`src/inc/rxirq_defines.svh`:
```
`ifndef RXIRQ_DEFINES_SVH
`define RXIRQ_DEFINES_SVH

// ********************************************************
// register indices (byte address is four times the index)
// ********************************************************
`define RXIRQ_IDX_RX_MODE 8'h1e
`define RXIRQ_IDX_FLAGS 8'h20
`define RXIRQ_IDX_MASK 8'h21
`define RXIRQ_IDX_TRIG_HI 8'h22
`define RXIRQ_IDX_TRIG_LO 8'h23
`define RXIRQ_IDX_BUF_CTL 8'h24
`define RXIRQ_IDX_CHSTAT 8'h25
`define RXIRQ_IDX_ERR 8'h26
`define RXIRQ_IDX_ERR_MASK 8'h27
`define RXIRQ_IDX_BUF_FIRST 8'h3a
`define RXIRQ_IDX_BUF_LAST 8'h51

// ********************************************************
// reset values
// ********************************************************
`define RXIRQ_RST_ZERO 8'h00
`define RXIRQ_RST_BUF_CTL 8'h40

// ********************************************************
// interrupt source bit positions
// ********************************************************
`define RXIRQ_INT_RXERR 0
`define RXIRQ_INT_OVFL 1
`define RXIRQ_INT_USER 3
`define RXIRQ_INT_CBUF 4
`define RXIRQ_INT_QCH 5
`define RXIRQ_INT_UNLOCK 7

// ********************************************************
// receiver error bit positions
// ********************************************************
`define RXIRQ_ERR_PARITY 0
`define RXIRQ_ERR_LINE 1
`define RXIRQ_ERR_TRUST 2
`define RXIRQ_ERR_VALID 3
`define RXIRQ_ERR_UNLOCK 4
`define RXIRQ_ERR_CSCRC 5
`define RXIRQ_ERR_SUBCRC 6
`define RXIRQ_ERR_SAMPLE_MASK 8'h1f

// ********************************************************
// field positions of the control registers
// ********************************************************
`define RXIRQ_POL_LSB 2
`define RXIRQ_HOLD_LSB 0
`define RXIRQ_TRACK_LSB 6
`define RXIRQ_CONTENT_BIT 2
`define RXIRQ_WIDTH_BIT 1
`define RXIRQ_SIDE_BIT 0
`define RXIRQ_BUF_CTL_USED 8'hc7

// ********************************************************
// two-bit codes
// ********************************************************
`define RXIRQ_TRIG_RISE 2'h0
`define RXIRQ_TRIG_FALL 2'h1
`define RXIRQ_TRIG_LEVEL 2'h2
`define RXIRQ_POL_HIGH 2'h0
`define RXIRQ_POL_LOW 2'h1
`define RXIRQ_POL_OPEN 2'h2
`define RXIRQ_HOLD_LAST 2'h0
`define RXIRQ_HOLD_ZERO 2'h1
`define RXIRQ_HOLD_PASS 2'h2

`endif

```
`src/inc/rxirq_pkg.sv`:
```
package rxirq_pkg;

    // bus slave phase: idle or one wait cycle of a data phase
    typedef enum logic {
        RXIRQ_BUS_IDLE,
        RXIRQ_BUS_WAIT
    } rxirq_bus_state_type;

    typedef logic [7:0] rxirq_byte_type;
    typedef logic [23:0] rxirq_sample_type;

endpackage : rxirq_pkg

```
`src/design/rxirq_sample_hold.sv`:
```
`timescale 1ns/1ps
`include "rxirq_defines.svh"

module rxirq_sample_hold (
    input wire logic hclk,
    input wire logic hresetn,
    input wire logic sample_strobe,
    input wire rxirq_pkg::rxirq_sample_type sample_in,
    input wire logic sample_err,
    input wire logic [1:0] hold_mode,
    output rxirq_pkg::rxirq_sample_type sample_out,
    output logic sample_out_valid
);

    rxirq_pkg::rxirq_sample_type last_good_ff;

    // ********************************************************
    // remember the last sample that arrived without error
    // ********************************************************
    always_ff @(posedge hclk or negedge hresetn) begin
        if (!hresetn) begin
            last_good_ff <= '0;
        end else if (sample_strobe && !sample_err) begin
            last_good_ff <= sample_in;
        end
    end

    // output sample with the error action applied
    always_ff @(posedge hclk or negedge hresetn) begin
        if (!hresetn) begin
            sample_out <= '0;
        end else if (sample_strobe) begin
            if (!sample_err) begin
                sample_out <= sample_in;
            end else begin
                unique case (hold_mode)
                    `RXIRQ_HOLD_LAST: sample_out <= last_good_ff;
                    `RXIRQ_HOLD_ZERO: sample_out <= '0;
                    // pass and the reserved code leave it alone
                    default: sample_out <= sample_in;
                endcase
            end
        end
    end

    // one-cycle strobe beside each output sample
    always_ff @(posedge hclk or negedge hresetn) begin
        if (!hresetn) begin
            sample_out_valid <= 1'b0;
        end else begin
            sample_out_valid <= sample_strobe;
        end
    end

endmodule : rxirq_sample_hold

```
`src/design/rxirq_top.sv`:
```
// Our own choice: the AHB-Lite slave port.
`timescale 1ns/1ps
`include "rxirq_defines.svh"

module rxirq_top (
    input wire logic hclk,
    input wire logic hresetn,
    input wire logic hsel,
    input wire logic [31:0] haddr,
    input wire logic [1:0] htrans,
    input wire logic hwrite,
    input wire logic [2:0] hsize,
    input wire logic [31:0] hwdata,
    input wire logic hready,
    output logic hreadyout,
    output logic [31:0] hrdata,
    output logic hresp,
    input wire logic user_buf_update,
    input wire logic cbuf_update,
    input wire logic qch_update,
    input wire logic adc_ovfl_left,
    input wire logic adc_ovfl_right,
    input wire logic pll_unlocked,
    input wire logic subframe_strobe,
    input wire logic sf_validity,
    input wire logic sf_line_code_error,
    input wire logic sf_odd_even_fail,
    input wire rxirq_pkg::rxirq_sample_type sf_sample,
    input wire logic qsub_block_strobe,
    input wire logic qsub_crc_fail,
    input wire logic cs_block_strobe,
    input wire logic cs_crc_fail,
    input wire logic receiver_in_use,
    input wire logic [9:0] cs_side_a,
    input wire logic [9:0] cs_side_b,
    input wire rxirq_pkg::rxirq_byte_type cbuf_byte_a,
    input wire rxirq_pkg::rxirq_byte_type cbuf_byte_b,
    input wire rxirq_pkg::rxirq_byte_type ubuf_byte,
    output rxirq_pkg::rxirq_byte_type buf_index,
    output logic [1:0] pll_tracking_mode,
    output logic buffer_content_select,
    output logic buffer_access_width,
    output logic subframe_side_select,
    output rxirq_pkg::rxirq_sample_type sample_out,
    output logic sample_out_valid,
    output logic int_pin_out,
    output logic int_pin_oe
);

    // ********************************************************
    // declarations
    // ********************************************************
    rxirq_pkg::rxirq_bus_state_type bus_state_ff;
    rxirq_pkg::rxirq_byte_type idx_ff;
    logic wr_ff;
    logic rd_ff;
    logic addr_ok_ff;
    logic hresp_ff;
    rxirq_pkg::rxirq_byte_type rx_mode_ff;
    rxirq_pkg::rxirq_byte_type flags_ff;
    rxirq_pkg::rxirq_byte_type mask_ff;
    rxirq_pkg::rxirq_byte_type trig_hi_ff;
    rxirq_pkg::rxirq_byte_type trig_lo_ff;
    rxirq_pkg::rxirq_byte_type buf_ctl_ff;
    rxirq_pkg::rxirq_byte_type chstat_ff;
    rxirq_pkg::rxirq_byte_type err_raw_ff;
    rxirq_pkg::rxirq_byte_type err_mask_ff;
    rxirq_pkg::rxirq_byte_type buf_index_ff;
    rxirq_pkg::rxirq_byte_type cond;
    rxirq_pkg::rxirq_byte_type fire;
    rxirq_pkg::rxirq_byte_type nxt_flags;
    rxirq_pkg::rxirq_byte_type err_shown;
    logic [31:0] nxt_rdata;
    logic addr_phase;
    logic do_write;
    logic flags_read;
    logic sample_err;
    logic int_out_ff;
    logic int_oe_ff;
    logic [9:0] cs_sel;
    logic [1:0] pol;

    // register index from a word address
    function automatic rxirq_pkg::rxirq_byte_type word_index(
        input logic [31:0] addr);
        return addr[9:2];
    endfunction : word_index

    // true when an index lies inside the data buffer window
    function automatic logic in_window(
        input rxirq_pkg::rxirq_byte_type idx);
        return (idx >= `RXIRQ_IDX_BUF_FIRST) &&
               (idx <= `RXIRQ_IDX_BUF_LAST);
    endfunction : in_window

    // true for any index that answers with real content
    function automatic logic mapped(input rxirq_pkg::rxirq_byte_type idx);
        return (idx == `RXIRQ_IDX_RX_MODE) ||
               ((idx >= `RXIRQ_IDX_FLAGS) &&
                (idx <= `RXIRQ_IDX_ERR_MASK)) || in_window(idx);
    endfunction : mapped

    // ********************************************************
    // AHB-Lite slave: one wait cycle in every data phase
    // ********************************************************
    assign addr_phase = hsel && hready && htrans[1];
    assign do_write = (bus_state_ff == rxirq_pkg::RXIRQ_BUS_WAIT) &&
                      wr_ff && addr_ok_ff;
    assign flags_read = (bus_state_ff == rxirq_pkg::RXIRQ_BUS_WAIT) &&
                        rd_ff && (idx_ff == `RXIRQ_IDX_FLAGS);

    // phase tracking; the wait cycle lets buffer storage answer
    always_ff @(posedge hclk or negedge hresetn) begin
        if (!hresetn) begin
            bus_state_ff <= rxirq_pkg::RXIRQ_BUS_IDLE;
            hreadyout <= 1'b1;
        end else if (bus_state_ff == rxirq_pkg::RXIRQ_BUS_WAIT) begin
            bus_state_ff <= rxirq_pkg::RXIRQ_BUS_IDLE;
            hreadyout <= 1'b1;
        end else if (addr_phase) begin
            bus_state_ff <= rxirq_pkg::RXIRQ_BUS_WAIT;
            hreadyout <= 1'b0;
        end
    end

    // address phase capture
    always_ff @(posedge hclk or negedge hresetn) begin
        if (!hresetn) begin
            idx_ff <= `RXIRQ_RST_ZERO;
            wr_ff <= 1'b0;
            rd_ff <= 1'b0;
            addr_ok_ff <= 1'b0;
            buf_index_ff <= `RXIRQ_RST_ZERO;
        end else if (bus_state_ff == rxirq_pkg::RXIRQ_BUS_IDLE) begin
            idx_ff <= word_index(haddr);
            wr_ff <= addr_phase && hwrite;
            rd_ff <= addr_phase && !hwrite;
            addr_ok_ff <= mapped(word_index(haddr));
            if (addr_phase && in_window(word_index(haddr))) begin
                buf_index_ff <= 8'(word_index(haddr) -
                                   `RXIRQ_IDX_BUF_FIRST);
            end
        end
    end

    // response is always OKAY
    always_ff @(posedge hclk or negedge hresetn) begin
        if (!hresetn) begin
            hresp_ff <= 1'b0;
        end else begin
            hresp_ff <= 1'b0;
        end
    end

    // ********************************************************
    // writable registers
    // ********************************************************
    always_ff @(posedge hclk or negedge hresetn) begin
        if (!hresetn) begin
            rx_mode_ff <= `RXIRQ_RST_ZERO;
            mask_ff <= `RXIRQ_RST_ZERO;
            trig_hi_ff <= `RXIRQ_RST_ZERO;
            trig_lo_ff <= `RXIRQ_RST_ZERO;
            buf_ctl_ff <= `RXIRQ_RST_BUF_CTL;
            err_mask_ff <= `RXIRQ_RST_ZERO;
        end else if (do_write) begin
            unique case (idx_ff)
                `RXIRQ_IDX_RX_MODE: rx_mode_ff <= hwdata[7:0];
                `RXIRQ_IDX_MASK: mask_ff <= hwdata[7:0];
                `RXIRQ_IDX_TRIG_HI: trig_hi_ff <= hwdata[7:0];
                `RXIRQ_IDX_TRIG_LO: trig_lo_ff <= hwdata[7:0];
                `RXIRQ_IDX_BUF_CTL:
                    buf_ctl_ff <= hwdata[7:0] & `RXIRQ_BUF_CTL_USED;
                `RXIRQ_IDX_ERR_MASK: err_mask_ff <= hwdata[7:0];
                default: ; // read-only or window: write ignored
            endcase
        end
    end

    // ********************************************************
    // receiver errors
    // ********************************************************
    // q-subcode crc at its block boundary
    always_ff @(posedge hclk or negedge hresetn) begin
        if (!hresetn) begin
            err_raw_ff[`RXIRQ_ERR_SUBCRC] <= 1'b0;
        end else if (qsub_block_strobe) begin
            err_raw_ff[`RXIRQ_ERR_SUBCRC] <= qsub_crc_fail;
        end
    end

    // channel status crc, only meaningful for professional input
    always_ff @(posedge hclk or negedge hresetn) begin
        if (!hresetn) begin
            err_raw_ff[`RXIRQ_ERR_CSCRC] <= 1'b0;
        end else if (cs_block_strobe) begin
            err_raw_ff[`RXIRQ_ERR_CSCRC] <= cs_crc_fail;
        end
    end

    // lock error follows the pll continuously
    always_ff @(posedge hclk or negedge hresetn) begin
        if (!hresetn) begin
            err_raw_ff[`RXIRQ_ERR_UNLOCK] <= 1'b0;
            err_raw_ff[7] <= 1'b0;
        end else begin
            err_raw_ff[`RXIRQ_ERR_UNLOCK] <= pll_unlocked;
            err_raw_ff[7] <= 1'b0;
        end
    end

    // per-subframe error bits
    always_ff @(posedge hclk or negedge hresetn) begin
        if (!hresetn) begin
            err_raw_ff[`RXIRQ_ERR_VALID] <= 1'b0;
            err_raw_ff[`RXIRQ_ERR_TRUST] <= 1'b0;
            err_raw_ff[`RXIRQ_ERR_LINE] <= 1'b0;
            err_raw_ff[`RXIRQ_ERR_PARITY] <= 1'b0;
        end else if (subframe_strobe) begin
            err_raw_ff[`RXIRQ_ERR_VALID] <= sf_validity;
            err_raw_ff[`RXIRQ_ERR_TRUST] <=
                pll_unlocked | sf_line_code_error;
            err_raw_ff[`RXIRQ_ERR_LINE] <= sf_line_code_error;
            err_raw_ff[`RXIRQ_ERR_PARITY] <= sf_odd_even_fail;
        end
    end

    // only unmasked errors are shown and raise the error interrupt
    assign err_shown = err_raw_ff & err_mask_ff;

    // errors of the arriving subframe, crc bits left out
    assign sample_err = |({1'b0, 1'b0, 1'b0, pll_unlocked, sf_validity,
                           pll_unlocked | sf_line_code_error,
                           sf_line_code_error, sf_odd_even_fail} &
                          err_mask_ff & `RXIRQ_ERR_SAMPLE_MASK);

    rxirq_sample_hold u_hold (
        .hclk(hclk),
        .hresetn(hresetn),
        .sample_strobe(subframe_strobe),
        .sample_in(sf_sample),
        .sample_err(sample_err),
        .hold_mode(rx_mode_ff[`RXIRQ_HOLD_LSB +: 2]),
        .sample_out(sample_out),
        .sample_out_valid(sample_out_valid)
    );

    // ********************************************************
    // decoded channel status of the selected side
    // ********************************************************
    // side fields: aux[9:6] fmt[5] audio[4] copy[3] first[2]
    // general[1] spare[0]
    assign cs_sel = buf_ctl_ff[`RXIRQ_SIDE_BIT] ? cs_side_b :
                    cs_side_a;

    always_ff @(posedge hclk or negedge hresetn) begin
        if (!hresetn) begin
            chstat_ff <= `RXIRQ_RST_ZERO;
        end else begin
            chstat_ff[7:4] <= cs_sel[9:6];
            chstat_ff[3] <= cs_sel[5];
            chstat_ff[2] <= cs_sel[4];
            if (cs_sel[5] || !receiver_in_use) begin
                chstat_ff[1] <= 1'b1;
                chstat_ff[0] <= 1'b1;
            end else begin
                chstat_ff[1] <= cs_sel[3] | cs_sel[1];
                chstat_ff[0] <= cs_sel[2];
            end
        end
    end

    // ********************************************************
    // interrupt sources, triggers and sticky flags
    // ********************************************************
    always_comb begin
        cond = `RXIRQ_RST_ZERO;
        cond[`RXIRQ_INT_RXERR] = |err_shown;
        cond[`RXIRQ_INT_OVFL] = adc_ovfl_left | adc_ovfl_right;
        cond[`RXIRQ_INT_USER] = user_buf_update;
        cond[`RXIRQ_INT_CBUF] = cbuf_update;
        cond[`RXIRQ_INT_QCH] = qch_update;
        cond[`RXIRQ_INT_UNLOCK] = pll_unlocked;
    end

    rxirq_trigger u_trig (
        .hclk(hclk),
        .hresetn(hresetn),
        .cond(cond),
        .mode_hi(trig_hi_ff),
        .mode_lo(trig_lo_ff),
        .fire(fire)
    );

    // a set in the clearing cycle survives the read
    always_comb begin
        nxt_flags = flags_read ? `RXIRQ_RST_ZERO : flags_ff;
        nxt_flags = (nxt_flags | fire) & mask_ff;
    end

    always_ff @(posedge hclk or negedge hresetn) begin
        if (!hresetn) begin
            flags_ff <= `RXIRQ_RST_ZERO;
        end else begin
            flags_ff <= nxt_flags;
        end
    end

    // ********************************************************
    // interrupt pin: trigger mode says when, polarity says how
    // ********************************************************
    assign pol = rx_mode_ff[`RXIRQ_POL_LSB +: 2];

    // reserved polarity code keeps the pin released
    always_ff @(posedge hclk or negedge hresetn) begin
        if (!hresetn) begin
            int_out_ff <= 1'b0;
            int_oe_ff <= 1'b1;
        end else begin
            unique case (pol)
                `RXIRQ_POL_HIGH: begin
                    int_out_ff <= |nxt_flags;
                    int_oe_ff <= 1'b1;
                end
                `RXIRQ_POL_LOW: begin
                    int_out_ff <= ~(|nxt_flags);
                    int_oe_ff <= 1'b1;
                end
                `RXIRQ_POL_OPEN: begin
                    int_out_ff <= 1'b0;
                    int_oe_ff <= |nxt_flags;
                end
                default: begin
                    int_out_ff <= 1'b0;
                    int_oe_ff <= 1'b0;
                end
            endcase
        end
    end

    // ********************************************************
    // read data, built in the wait cycle
    // ********************************************************
    always_comb begin
        nxt_rdata = 32'h0000_0000;
        if (in_window(idx_ff)) begin
            if (buf_ctl_ff[`RXIRQ_CONTENT_BIT]) begin
                nxt_rdata[7:0] = ubuf_byte;
            end else if (buf_ctl_ff[`RXIRQ_WIDTH_BIT]) begin
                nxt_rdata[15:0] = {cbuf_byte_b, cbuf_byte_a};
            end else begin
                nxt_rdata[7:0] = buf_ctl_ff[`RXIRQ_SIDE_BIT] ?
                                 cbuf_byte_b : cbuf_byte_a;
            end
        end else begin
            unique case (idx_ff)
                `RXIRQ_IDX_RX_MODE: nxt_rdata[7:0] = rx_mode_ff;
                `RXIRQ_IDX_FLAGS: nxt_rdata[7:0] = flags_ff;
                `RXIRQ_IDX_MASK: nxt_rdata[7:0] = mask_ff;
                `RXIRQ_IDX_TRIG_HI: nxt_rdata[7:0] = trig_hi_ff;
                `RXIRQ_IDX_TRIG_LO: nxt_rdata[7:0] = trig_lo_ff;
                `RXIRQ_IDX_BUF_CTL: nxt_rdata[7:0] = buf_ctl_ff;
                `RXIRQ_IDX_CHSTAT: nxt_rdata[7:0] = chstat_ff;
                `RXIRQ_IDX_ERR: nxt_rdata[7:0] = err_shown;
                `RXIRQ_IDX_ERR_MASK: nxt_rdata[7:0] = err_mask_ff;
                default: nxt_rdata = 32'h0000_0000; // unmapped
            endcase
        end
    end

    always_ff @(posedge hclk or negedge hresetn) begin
        if (!hresetn) begin
            hrdata <= 32'h0000_0000;
        end else if (bus_state_ff == rxirq_pkg::RXIRQ_BUS_WAIT) begin
            hrdata <= rd_ff ? nxt_rdata : 32'h0000_0000;
        end
    end

    // ********************************************************
    // outputs
    // ********************************************************
    assign hresp = hresp_ff;
    assign buf_index = buf_index_ff;
    assign pll_tracking_mode = buf_ctl_ff[`RXIRQ_TRACK_LSB +: 2];
    assign buffer_content_select = buf_ctl_ff[`RXIRQ_CONTENT_BIT];
    assign buffer_access_width = buf_ctl_ff[`RXIRQ_WIDTH_BIT];
    assign subframe_side_select = buf_ctl_ff[`RXIRQ_SIDE_BIT];
    assign int_pin_out = int_out_ff;
    assign int_pin_oe = int_oe_ff;

endmodule : rxirq_top

```
`src/design/rxirq_trigger.sv`:
```
`timescale 1ns/1ps
`include "rxirq_defines.svh"

module rxirq_trigger (
    input wire logic hclk,
    input wire logic hresetn,
    input wire rxirq_pkg::rxirq_byte_type cond,
    input wire rxirq_pkg::rxirq_byte_type mode_hi,
    input wire rxirq_pkg::rxirq_byte_type mode_lo,
    output rxirq_pkg::rxirq_byte_type fire
);

    rxirq_pkg::rxirq_byte_type prev_ff;

    // ********************************************************
    // per-source trigger decode
    // ********************************************************
    function automatic logic trig_fire(input logic [1:0] code,
                                       input logic now,
                                       input logic was);
        logic res;
        res = 1'b0;
        unique case (code)
            `RXIRQ_TRIG_RISE: res = now & ~was;
            `RXIRQ_TRIG_FALL: res = ~now & was;
            `RXIRQ_TRIG_LEVEL: res = now;
            default: res = 1'b0; // reserved code never fires
        endcase
        return res;
    endfunction : trig_fire

    // condition history for edge detection
    always_ff @(posedge hclk or negedge hresetn) begin
        if (!hresetn) begin
            prev_ff <= `RXIRQ_RST_ZERO;
        end else begin
            prev_ff <= cond;
        end
    end

    // high bit from one register, low bit from the other
    always_comb begin
        for (int i = 0; i < 8; i++) begin
            fire[i] = trig_fire({mode_hi[i], mode_lo[i]}, cond[i],
                                prev_ff[i]);
        end
    end

endmodule : rxirq_trigger

```
`config.mk`:
```
export PLATFORM = sky130hd
export DESIGN_NAME = rxirq_top
export DESIGN_NICKNAME = d
export VERILOG_FILES = /design/src/inc/rxirq_pkg.sv /design/src/design/rxirq_sample_hold.sv /design/src/design/rxirq_top.sv /design/src/design/rxirq_trigger.sv
export VERILOG_INCLUDE_DIRS = /design/src /design/src/inc
export SDC_FILE = /design/constraint.sdc
export NUM_CORES = 1
export LEC_CHECK = 0
export BUFFER_PORTS_ARGS = -buffer_cell sky130_fd_sc_hd__buf_2
export CORE_MARGIN = 1.5
export CORE_UTILIZATION = 52
export DETAILED_ROUTE_END_ITERATION = 16
export GPL_ROUTABILITY_DRIVEN = 0
export HOLD_SLACK_MARGIN = 0.03
export PLACE_DENSITY = 0.81
export SLEW_MARGIN = 30
export SYNTH_ARGS = -nofsm -noshare
export SYNTH_HDL_FRONTEND = slang
export SYNTH_SLANG_ARGS = --single-unit
```
`constraint.sdc`:
```
create_clock -name hclk -period 2.8 [get_ports hclk]
set_input_delay 0.14 -clock hclk [delete_from_list [all_inputs] [get_ports hclk]]
set_output_delay 0.14 -clock hclk [all_outputs]
set_load 0.02 [all_outputs]
```
# Word-level counts from Yosys, hierarchy flattened

Cells that the tools add are included.

$add $sub $neg: 1
Magnitude comparators: 6
Equal/unequal tests: 25
Multiplexer cells: 25
Bitwise gates (word level): 33
Reductions and logical operators: 39

Operators with widths:

| kind                                                                  | count |
|---|---|
| 8-bit case mux with 9 select lines                                    | 1 |
| 8-bit by 6-bit == test with 1-bit output, second input constant       | 8 |
| 8-bit 2-to-1 mux                                                      | 6 |
| 24-bit case mux with 2 select lines                                   | 1 |
| 16-bit 2-to-1 mux                                                     | 2 |
| 8-bit by 6-bit >= comparator with 1-bit output, second input constant | 3 |
| 24-bit 2-to-1 mux                                                     | 1 |
| 1-bit case mux with 3 select lines                                    | 6 |
| 2-bit by 1-bit == test with 1-bit output, second input constant       | 8 |
| 8-bit by 5-bit == test with 1-bit output, second input constant       | 2 |
| 8-bit by 7-bit <= comparator with 1-bit output, second input constant | 2 |
| 2-bit logical NOT                                                     | 8 |
| 8-bit OR reduction                                                    | 2 |
| 2-bit == test, second input constant                                  | 7 |
| 1-bit NOT                                                             | 14 |
| 2-bit AND reduction                                                   | 7 |
| 1-bit logical AND                                                     | 13 |
| 1-bit AND                                                             | 12 |
| 10-bit 2-to-1 mux                                                     | 1 |
| 7-bit by 8-bit AND with 8-bit output                                  | 1 |
| 8-bit AND                                                             | 1 |
| 8-bit by 6-bit <= comparator with 1-bit output, second input constant | 1 |
| 8-bit OR                                                              | 1 |
| 8-bit by 6-bit subtractor with 8-bit output, second input constant    | 1 |
| 10 further kinds                                                      | 20 |

Flip-flop bits (word level): 178
Bits of input ports: 157
Logic and storage cells: 155

# Logic depth before layout (Yosys ltp)

Gate-level depths: netlist (run 1).

Depth in word-level cells: 10
Mapped depth: 9
Depth with buffers taken out: 7

# Cells and area by module

Synthesis (run 1) repeated with hierarchy kept, for this count alone.

Cell total of the unflattened synthesis: 641
Area total of the unflattened synthesis: 7,871.3 µm²

By module, submodules not included:

| module            | times used | cells each | area an instance (µm²) |
|---|---|---|---|
| rxirq_top         | 1          | 466        | 5,313.8 |
| rxirq_sample_hold | 1          | 135        | 2,127.0 |
| rxirq_trigger     | 1          | 40         | 430.4 |

# Worst setup path after synthesis (run 1)

Ideal clock, no wire load.

Path type: register to register
Start point: register idx_ff[4]
End point: register int_out_ff, in the netlist int_pin_out
Arrival: 1.977 ns
Required time: 2.675 ns
Slack: 0.699 ns
Cell stages (with the launch flop): 8
Path buffers: 1
Clock period less this slack: 2.101 ns
Cell sequence: dfrtp_1 -> or4b_1 -> buf_6 -> nor3_4 -> a2bb2oi_1 -> o2111ai_1 -> nor3_1 -> nor3_2

Longest elaborated chain between the ends: 8

Ends and longest elaborated chain:

| item                                       | line                               | text |
|---|---|---|
| start, declared                            | rxirq_top.sv:54                    | `rxirq_pkg::rxirq_byte_type idx_ff;` |
| start signal, assigned                     | rxirq_top.sv:129                   | `` idx_ff <= `RXIRQ_RST_ZERO; `` |
| start signal, assigned                     | rxirq_top.sv:135                   | `idx_ff <= word_index(haddr);` |
| 8-bit by 6-bit == test with 1-bit output * | n/a                                |  |
| 1-bit logical AND *                        | rxirq_top.sv:109                   | `assign flags_read = (bus_state_ff == rxirq_pkg::RXIRQ_BUS_WAIT) &&` |
| 8-bit 2-to-1 mux *                         | rxirq_top.sv:297                   | `` nxt_flags = flags_read ? `RXIRQ_RST_ZERO : flags_ff; `` |
| 8-bit OR *                                 | rxirq_top.sv:298                   | `nxt_flags = (nxt_flags \| fire) & mask_ff;` |
| 8-bit AND *                                | rxirq_top.sv:298                   |  |
| 8-bit OR reduction *                       | rxirq_top.sv:322, rxirq_top.sv:326 |  |
| 1-bit NOT                                  | rxirq_top.sv:326                   | `int_out_ff <= ~(\|nxt_flags);` |
| 1-bit case mux with 2 select lines *       | rxirq_top.sv:320                   | `unique case (pol)` |
| end signal, assigned                       | rxirq_top.sv:322                   | `int_out_ff <= \|nxt_flags;` |
| end signal, assigned                       | rxirq_top.sv:326                   |  |
| end, declared                              | rxirq_top.sv:78                    | `logic int_out_ff;` |

Every way passes the cells marked *; elsewhere a longest branch is shown, timed or not.
A chain may end at the register's enable or synchronous reset.

# Final worst setup path (run 1)

Ends and elaborated chain as after synthesis.

==> impl_metrics.py, run 1 <==
metrics = {
    "clocking": {
        "clk_pin_slew_ps": 60,
        "cts_hold_buf": 69,
        "post_cts_buffers": 0,
        "ctsResizeCount": 0,
        "cts.sinks": 161,
        "cts_root_buf": "clkbuf_16",
        "cts_buffer_depth": 2,
        "cts_buffers": 17,
        "htreeDepth": 4,
        "worst_skew_pair.late_latency_ps": 420,
        "cts_tree": "done",
    },
    "final_layout": {
        "area_growth_pct": 28.80,
        "ff_latch_area_mm2": 0.004033,
        "multi_input_area_mm2": 0.003332,
        "fin_util_pct": 68.31,
        "antennaDiodeCount": 0,
        "most-common-layout-cells": "dfrtp_1, buf_2, mux2_2",
        "layout.cells.non_filler": 1096,
        "finalNetCount": 1058,
        "fillerInstances": 1036,
        "design_area_mm2": 0.009853,
        "drive_gt1_share_pct": 34.10,
    },
    "synthesis": {
        "synth_top_area_share_pct": 51.68,
        "ys_dominant_reg_cell": "dfrtp_1",
        "synth_seq_cells": 161,
        "netlist_instances": 673,
        "synth_edf_count": 0,
        "yosys_warnings": 0,
        "syn_area_per_cell_um2": 11.37,
        "yosysSeqAreaShare_pct": 52.72,
        "synthDistinctLibCells": 64,
        "synthTopCellsByArea": "dfrtp_1, mux2_2, a21oi_1, mux2i_1, nor3b_1",
        "netlist_area_mm2": 0.007650,
        "yosysTopAreaCell": "dfrtp_1",
        "async_flop_share_pct": 100.0,
    },
    "pwr": {
        "seq_power_share_pct": 45.9,
        "peakVddDrop_mv": 0.5405,
        "cellLeakagePower_nw": 4.584,
        "power_mw": 5.982,
        "powerDensity_mw_per_mm2": 607.1,
        "pwr-share-clk_pct": 35.8,
        "swShare_pct": 28.40,
        "comb_power_share_pct": 18.4,
        "internal_power_mw": 4.283,
        "switchingPower_mw": 1.699,
    },
    "detailed_routing": {
        "wl_um": 20530,
        "wl_per_cell_um": 18.73,
        "vias": 6300,
        "avgViaCountPerCell": 5.748,
        "drt-initial-drc-count": 530,
        "dr.pass1.iters": 7,
        "route.met2.wl_um": 10370,
        "top_layer": "met4",
        "m1WireLength_um": 8227,
        "drtAntennaViolNets": 0,
        "met3_length_um": 1360,
        "drcViolationCount": 0,
    },
    "critical_path": {
        "cp-startpoint": "idx_ff[4]",
        "ff2ff_path_depth": 6,
        "worstPathRequired_ps": 3110,
        "path_max_fanout": 9,
        "rr_endpoint": "int_pin_out",
        "worstSetupEndpointType": "flop",
        "rrSetupSlack_ps": 280,
        "startpoint_type": "flop",
        "crit_type": "reg2reg",
        "reg2reg_from": "idx_ff[4]",
        "critPathCapture": "int_pin_out",
        "crit_arrival_ps": 2830,
    },
    "hold_path": {
        "hold_class": "in2reg",
        "whs_path_depth": 2,
    },
    "sta": {
        "worst_slew_pin_slew_ps": 778.2,
        "tns_ps": 0,
        "drv_slew": 0,
        "max_freq_mhz": 396.9,
        "rsz0062_at_grt": "no",
        "clock_skew_ps": 10.78,
        "fin_crit_ps": 2520,
        "period_share_pct": 89.99,
        "whs_ps": 49.76,
        "hold_viol": 0,
        "timing.final.ws_setup_ps": 280.2,
        "setup_viol": 0,
        "slew-limit-headroom_pct": 48.12,
    },
    "placement": {
        "dp_cells": 994,
        "port_buffers": 159,
        "preCtsSetupSlack_ps": 314.2,
        "dpl_cell_area_mm2": 0.008606,
        "hpwlAfterDp_um": 12910,
    },
    "floorplan": {
        "die_x_um": 124.3,
        "boundaryPins": 231,
        "core_mm2": 0.01442,
        "die_height_um": 124.3,
        "rows": 44,
        "die-area_mm2": 0.01545,
        "initial_utilization_pct": 53.04,
    },
    "global_route": {
        "grt_max_degree": 83,
        "grt_pass1_wl_um": 33160,
        "antenna_found_initial": 0,
        "grt_pass1_vias": 6520,
        "overflow": 0,
        "grtUsageTotal_pct": 27.16,
    },
    "outcome": {
        "run_status": "completed",
    },
    "job": {
        "cap_viol_max_count": 0,
    },
}
per-layer routing:
metal / global-route usage (%) / up-vias
li1: - / 2866
met1: 34.02 / 3121
met2: 45.15 / 267
met3: 6.529 / 46
met4: 11.56 / 0
met5: 0 / -
cell type report:
cell class / instances / share of cell area, %
sequential: 161 / 40.93
multi-input combinational: 458 / 33.82
timing repair buffer: 246 / 16.85
clock buffer: 23 / 4.749
tap: 184 / 2.337
clock inverter: 9 / 0.7492
inverter: 15 / 0.5714
worst min path at each step:
stage | startpoint | endpoint | slack, ps
after detailed placement | hresetn | hrdata[15] | 230
final | haddr[8] | idx_ff[6] | 50
after global placement | hresetn | hrdata[11] | 230
after global routing | haddr[8] | idx_ff[6] | 40
after floorplan | hresetn | addr_ok_ff | -160
after CTS | haddr[8] | idx_ff[6] | 30
power by group through the flow:
| stage | clock (mW) | sequential [mW] | combinational [mW] |
|---|---|---|---|
| after global routing | 2.27 | 2.77 | 1.19 |
| after floorplan | 0 | 2.86 | 0.534 |
| final | 2.14 | 2.74 | 1.10 |
| after global placement | 0 | 2.76 | 0.965 |
| after CTS | 2.17 | 2.73 | 1.08 |
| after detailed placement | 0 | 2.77 | 0.993 |
critical path, stage by stage, from the launching register on:
cell and delay, ps:
dfrtp_1 410, or4b_1 780, nor3_4 420, a2bb2oi_1 260, o2111ai_1 200, nor3_1 260, nor3_2 70
synth_stat cells, drive strengths merged (6+ instances only):
library cell	n
a21oi	61
nor3b	26
mux2	90
o21ai	29
buf	31
and3	6
a22oi	6
a22o	10
nor3	8
nor2b	10
clkbuf	24
dfrtp	158
inv	15
mux2i	24
nor2	43
nand3	9
nand2	36
o2bb2ai	11
cell families (layout without fill, tap and decap cells):
kind of cell | Yosys count | in the layout | share of synthesized area [%]
AOI/OAI and AO/OA | 154 | 154 | 12.94
xor gates and xnor gates | 4 | 4 | 0.4580
adders and majority gates | 2 | 2 | 0.3271
buffers and inverters | 70 | 293 | 4.514
DFF | 161 | 161 | 52.72
muxes | 115 | 115 | 16.68
other | 1 | 17 | 0.04902
and+or+nand+nor | 166 | 166 | 12.32
registers in the layout (all words and copies together), names as in the netlist, 5 cells and up:
| signal | flops |
|---|---|
| err_raw_ff | 6 |
| u_hold.last_good_ff | 24 |
| u_trig.prev_ff | 6 |
| chstat_ff | 8 |
| buf_ctl_ff | 5 |
| trig_lo_ff | 8 |
| rx_mode_ff | 8 |
| err_mask_ff | 8 |
| u_hold.sample_out | 24 |
| hrdata | 16 |
| flags_ff | 8 |
| trig_hi_ff | 8 |
| mask_ff | 8 |
| idx_ff | 8 |
| buf_index | 8 |
Note: power is estimated with default switching activity, not from simulation.
==> run 2, diff against run 1 <==
--- a/config.mk
+++ b/config.mk
@@ -12,7 +12,7 @@
 export DETAILED_ROUTE_END_ITERATION = 16
 export GPL_ROUTABILITY_DRIVEN = 0
 export HOLD_SLACK_MARGIN = 0.03
-export PLACE_DENSITY = 0.81
+export PLACE_DENSITY_LB_ADDON = 0.3
 export SLEW_MARGIN = 30
 export SYNTH_ARGS = -nofsm -noshare
 export SYNTH_HDL_FRONTEND = slang
==> run 2 against run 1 <==
  * Sequential cell count unchanged
  * Worst setup slack better by 24 ps
  * Die area stayed put
  * Critical path type unchanged
  * Largest power group unchanged
  * Highest routed layer unchanged
==> impl_metrics.py, run 2 (synthesized netlist as in run 1, its figures left out) <==
metrics = {
    "outcome": {
        "run_status": "completed",
    },
    "global_route": {
        "antenna_found_initial": 0,
        "use_met1_pct": 34.77,
        "overflow": 0,
        "grt_pass1_vias": 6505,
        "met2_usage_pct": 45.86,
        "grt_pass1_wl_um": 33350,
        "met3_usage_pct": 6.014,
        "grtUsageTotal_pct": 27.15,
        "top_usage_layer": "met2",
        "grt_max_degree": 82,
    },
    "sta": {
        "rsz0062_at_grt": "no",
        "setup_viol": 0,
        "slew-limit-headroom_pct": 42.54,
        "clock_skew_ps": 17.30,
        "worst_slew_pin_slew_ps": 861.9,
        "tns_ps": 0,
        "max_freq_mhz": 400.7,
        "hold_viol": 0,
        "timing.final.ws_setup_ps": 304.3,
        "whs_ps": 35.31,
        "period_share_pct": 89.13,
        "fin_crit_ps": 2496,
        "drv_slew": 0,
    },
    "floorplan": {
        "boundaryPins": 231,
        "die_x_um": 124.3,
        "die_height_um": 124.3,
        "initial_utilization_pct": 53.04,
        "die-area_mm2": 0.01545,
        "core_mm2": 0.01442,
        "rows": 44,
    },
    "critical_path": {
        "crit_family": "simple AND/OR/NAND/NOR gates",
        "path_max_fanout": 7,
        "startpoint_type": "flop",
        "crit_type": "reg2reg",
        "crit_arrival_ps": 2810,
        "path_cells": "or4b_1 -> nor3_4 -> a2bb2oi_1 -> o2111ai_1 -> nor3_1 -> nor3_2",
        "worstPathRequired_ps": 3110,
        "worstSetupEndpointType": "flop",
        "crit_buf_inv": 0,
        "slowest_delay_ps": 750,
        "critical_path.slowest_cell": "or4b_1",
    },
    "detailed_routing": {
        "drtAntennaViolNets": 0,
        "dr.pass1.iters": 7,
        "drt-initial-drc-count": 446,
        "drcViolationCount": 0,
        "wl_um": 20490,
        "wl_per_cell_um": 18.73,
        "vias": 6310,
        "avgViaCountPerCell": 5.768,
    },
    "final_layout": {
        "area_growth_pct": 29.16,
        "drive_gt1_share_pct": 34.51,
        "most-common-layout-cells": "buf_2, dfrtp_1, mux2_2",
        "fin_util_pct": 68.50,
        "finalNetCount": 1056,
        "design_area_mm2": 0.009881,
        "antennaDiodeCount": 0,
        "reg_top3": "u_hold.last_good_ff: 24 flops, u_hold.sample_out: 24 flops, hrdata: 16 flops",
        "layout_commonest_cell": "buf_2",
        "layout.cells.non_filler": 1094,
    },
    "pwr": {
        "powerDensity_mw_per_mm2": 631.4,
        "power_mw": 6.239,
        "peakVddDrop_mv": 0.5159,
        "cellLeakagePower_nw": 4.607,
    },
    "clocking": {
        "post_cts_buffers": 0,
        "cts_buffers": 17,
        "cts_buffer_depth": 2,
        "cts_root_buf": "clkbuf_16",
        "htreeDepth": 4,
        "worst_skew_pair.late_latency_ps": 440,
        "clk_pin_slew_ps": 70,
        "ctsResizeCount": 0,
        "cts.sinks": 161,
        "cts_tree": "done",
    },
    "job": {
        "cap_viol_max_count": 0,
    },
    "hold_path": {
        "hold_class": "in2reg",
    },
    "placement": {
        "port_buffers": 159,
        "dp_cells": 994,
        "dpl_cell_area_mm2": 0.008593,
        "preCtsSetupSlack_ps": 356.7,
        "hpwlAfterDp_um": 13490,
    },
}
==> run 2: path summary, 6_finish.rpt <==
path | startpoint | endpoint | slack (ps) | depth (start not counted)
worst max register to register | idx_ff[4] | int_pin_out | 300 | 6
max in group asynchronous | hresetn | err_raw_ff[0] | 1470 | 3
worst max-delay path | idx_ff[4] | int_pin_out | 300 | 6
worst min register to register | hrdata[1] | hrdata[1] | 490 | 1
min in group asynchronous | hresetn | trig_lo_ff[1] | 310 | 2
worst min-delay path | cs_side_a[5] | chstat_ff[0] | 40 | 3
==> run 2: worst register-to-register path, delay by kind of cell, from the launching register on <==
family / cells / cell delay, ps
DFF: 1 / 410
and+or+nand+nor: 4 / 1480
AOI/OAI and AO/OA: 2 / 490
==> run 2: per-layer routing <==
| metal | vias up | wire length (um) |
|---|---|---|
| met5 | - | 0 |
| met4 | 0 | 419 |
| met3 | 39 | 1292 |
| met2 | 262 | 10480 |
| met1 | 3144 | 8297 |
| li1 | 2865 | - |
==> run 2: area by class of cell <==
type / instances / area (um^2)
fillers: 1053 / 4543
flip-flops and latches: 161 / 4034
multi-input cells: 458 / 3332
repair buffers: 244 / 1623
clock buffers: 19 / 442.9
well taps: 184 / 230.2
clock inverters: 13 / 162.7
inverters: 15 / 56.30
==> run 2: power breakdown <==
part / leakage [nW] / total [mW] / internal [mW] / switching, mW
clock: 0.296 / 2.41 / 1.38 / 1.03
combinational: 2.37 / 1.09 / 0.503 / 0.590
sequential: 1.94 / 2.74 / 2.58 / 0.156
==> run 2: timing repair <==
action	CTS	global route
setup endpoints to repair	0	0
endpoints found under the hold margin	156	0
hold buffers	68	0
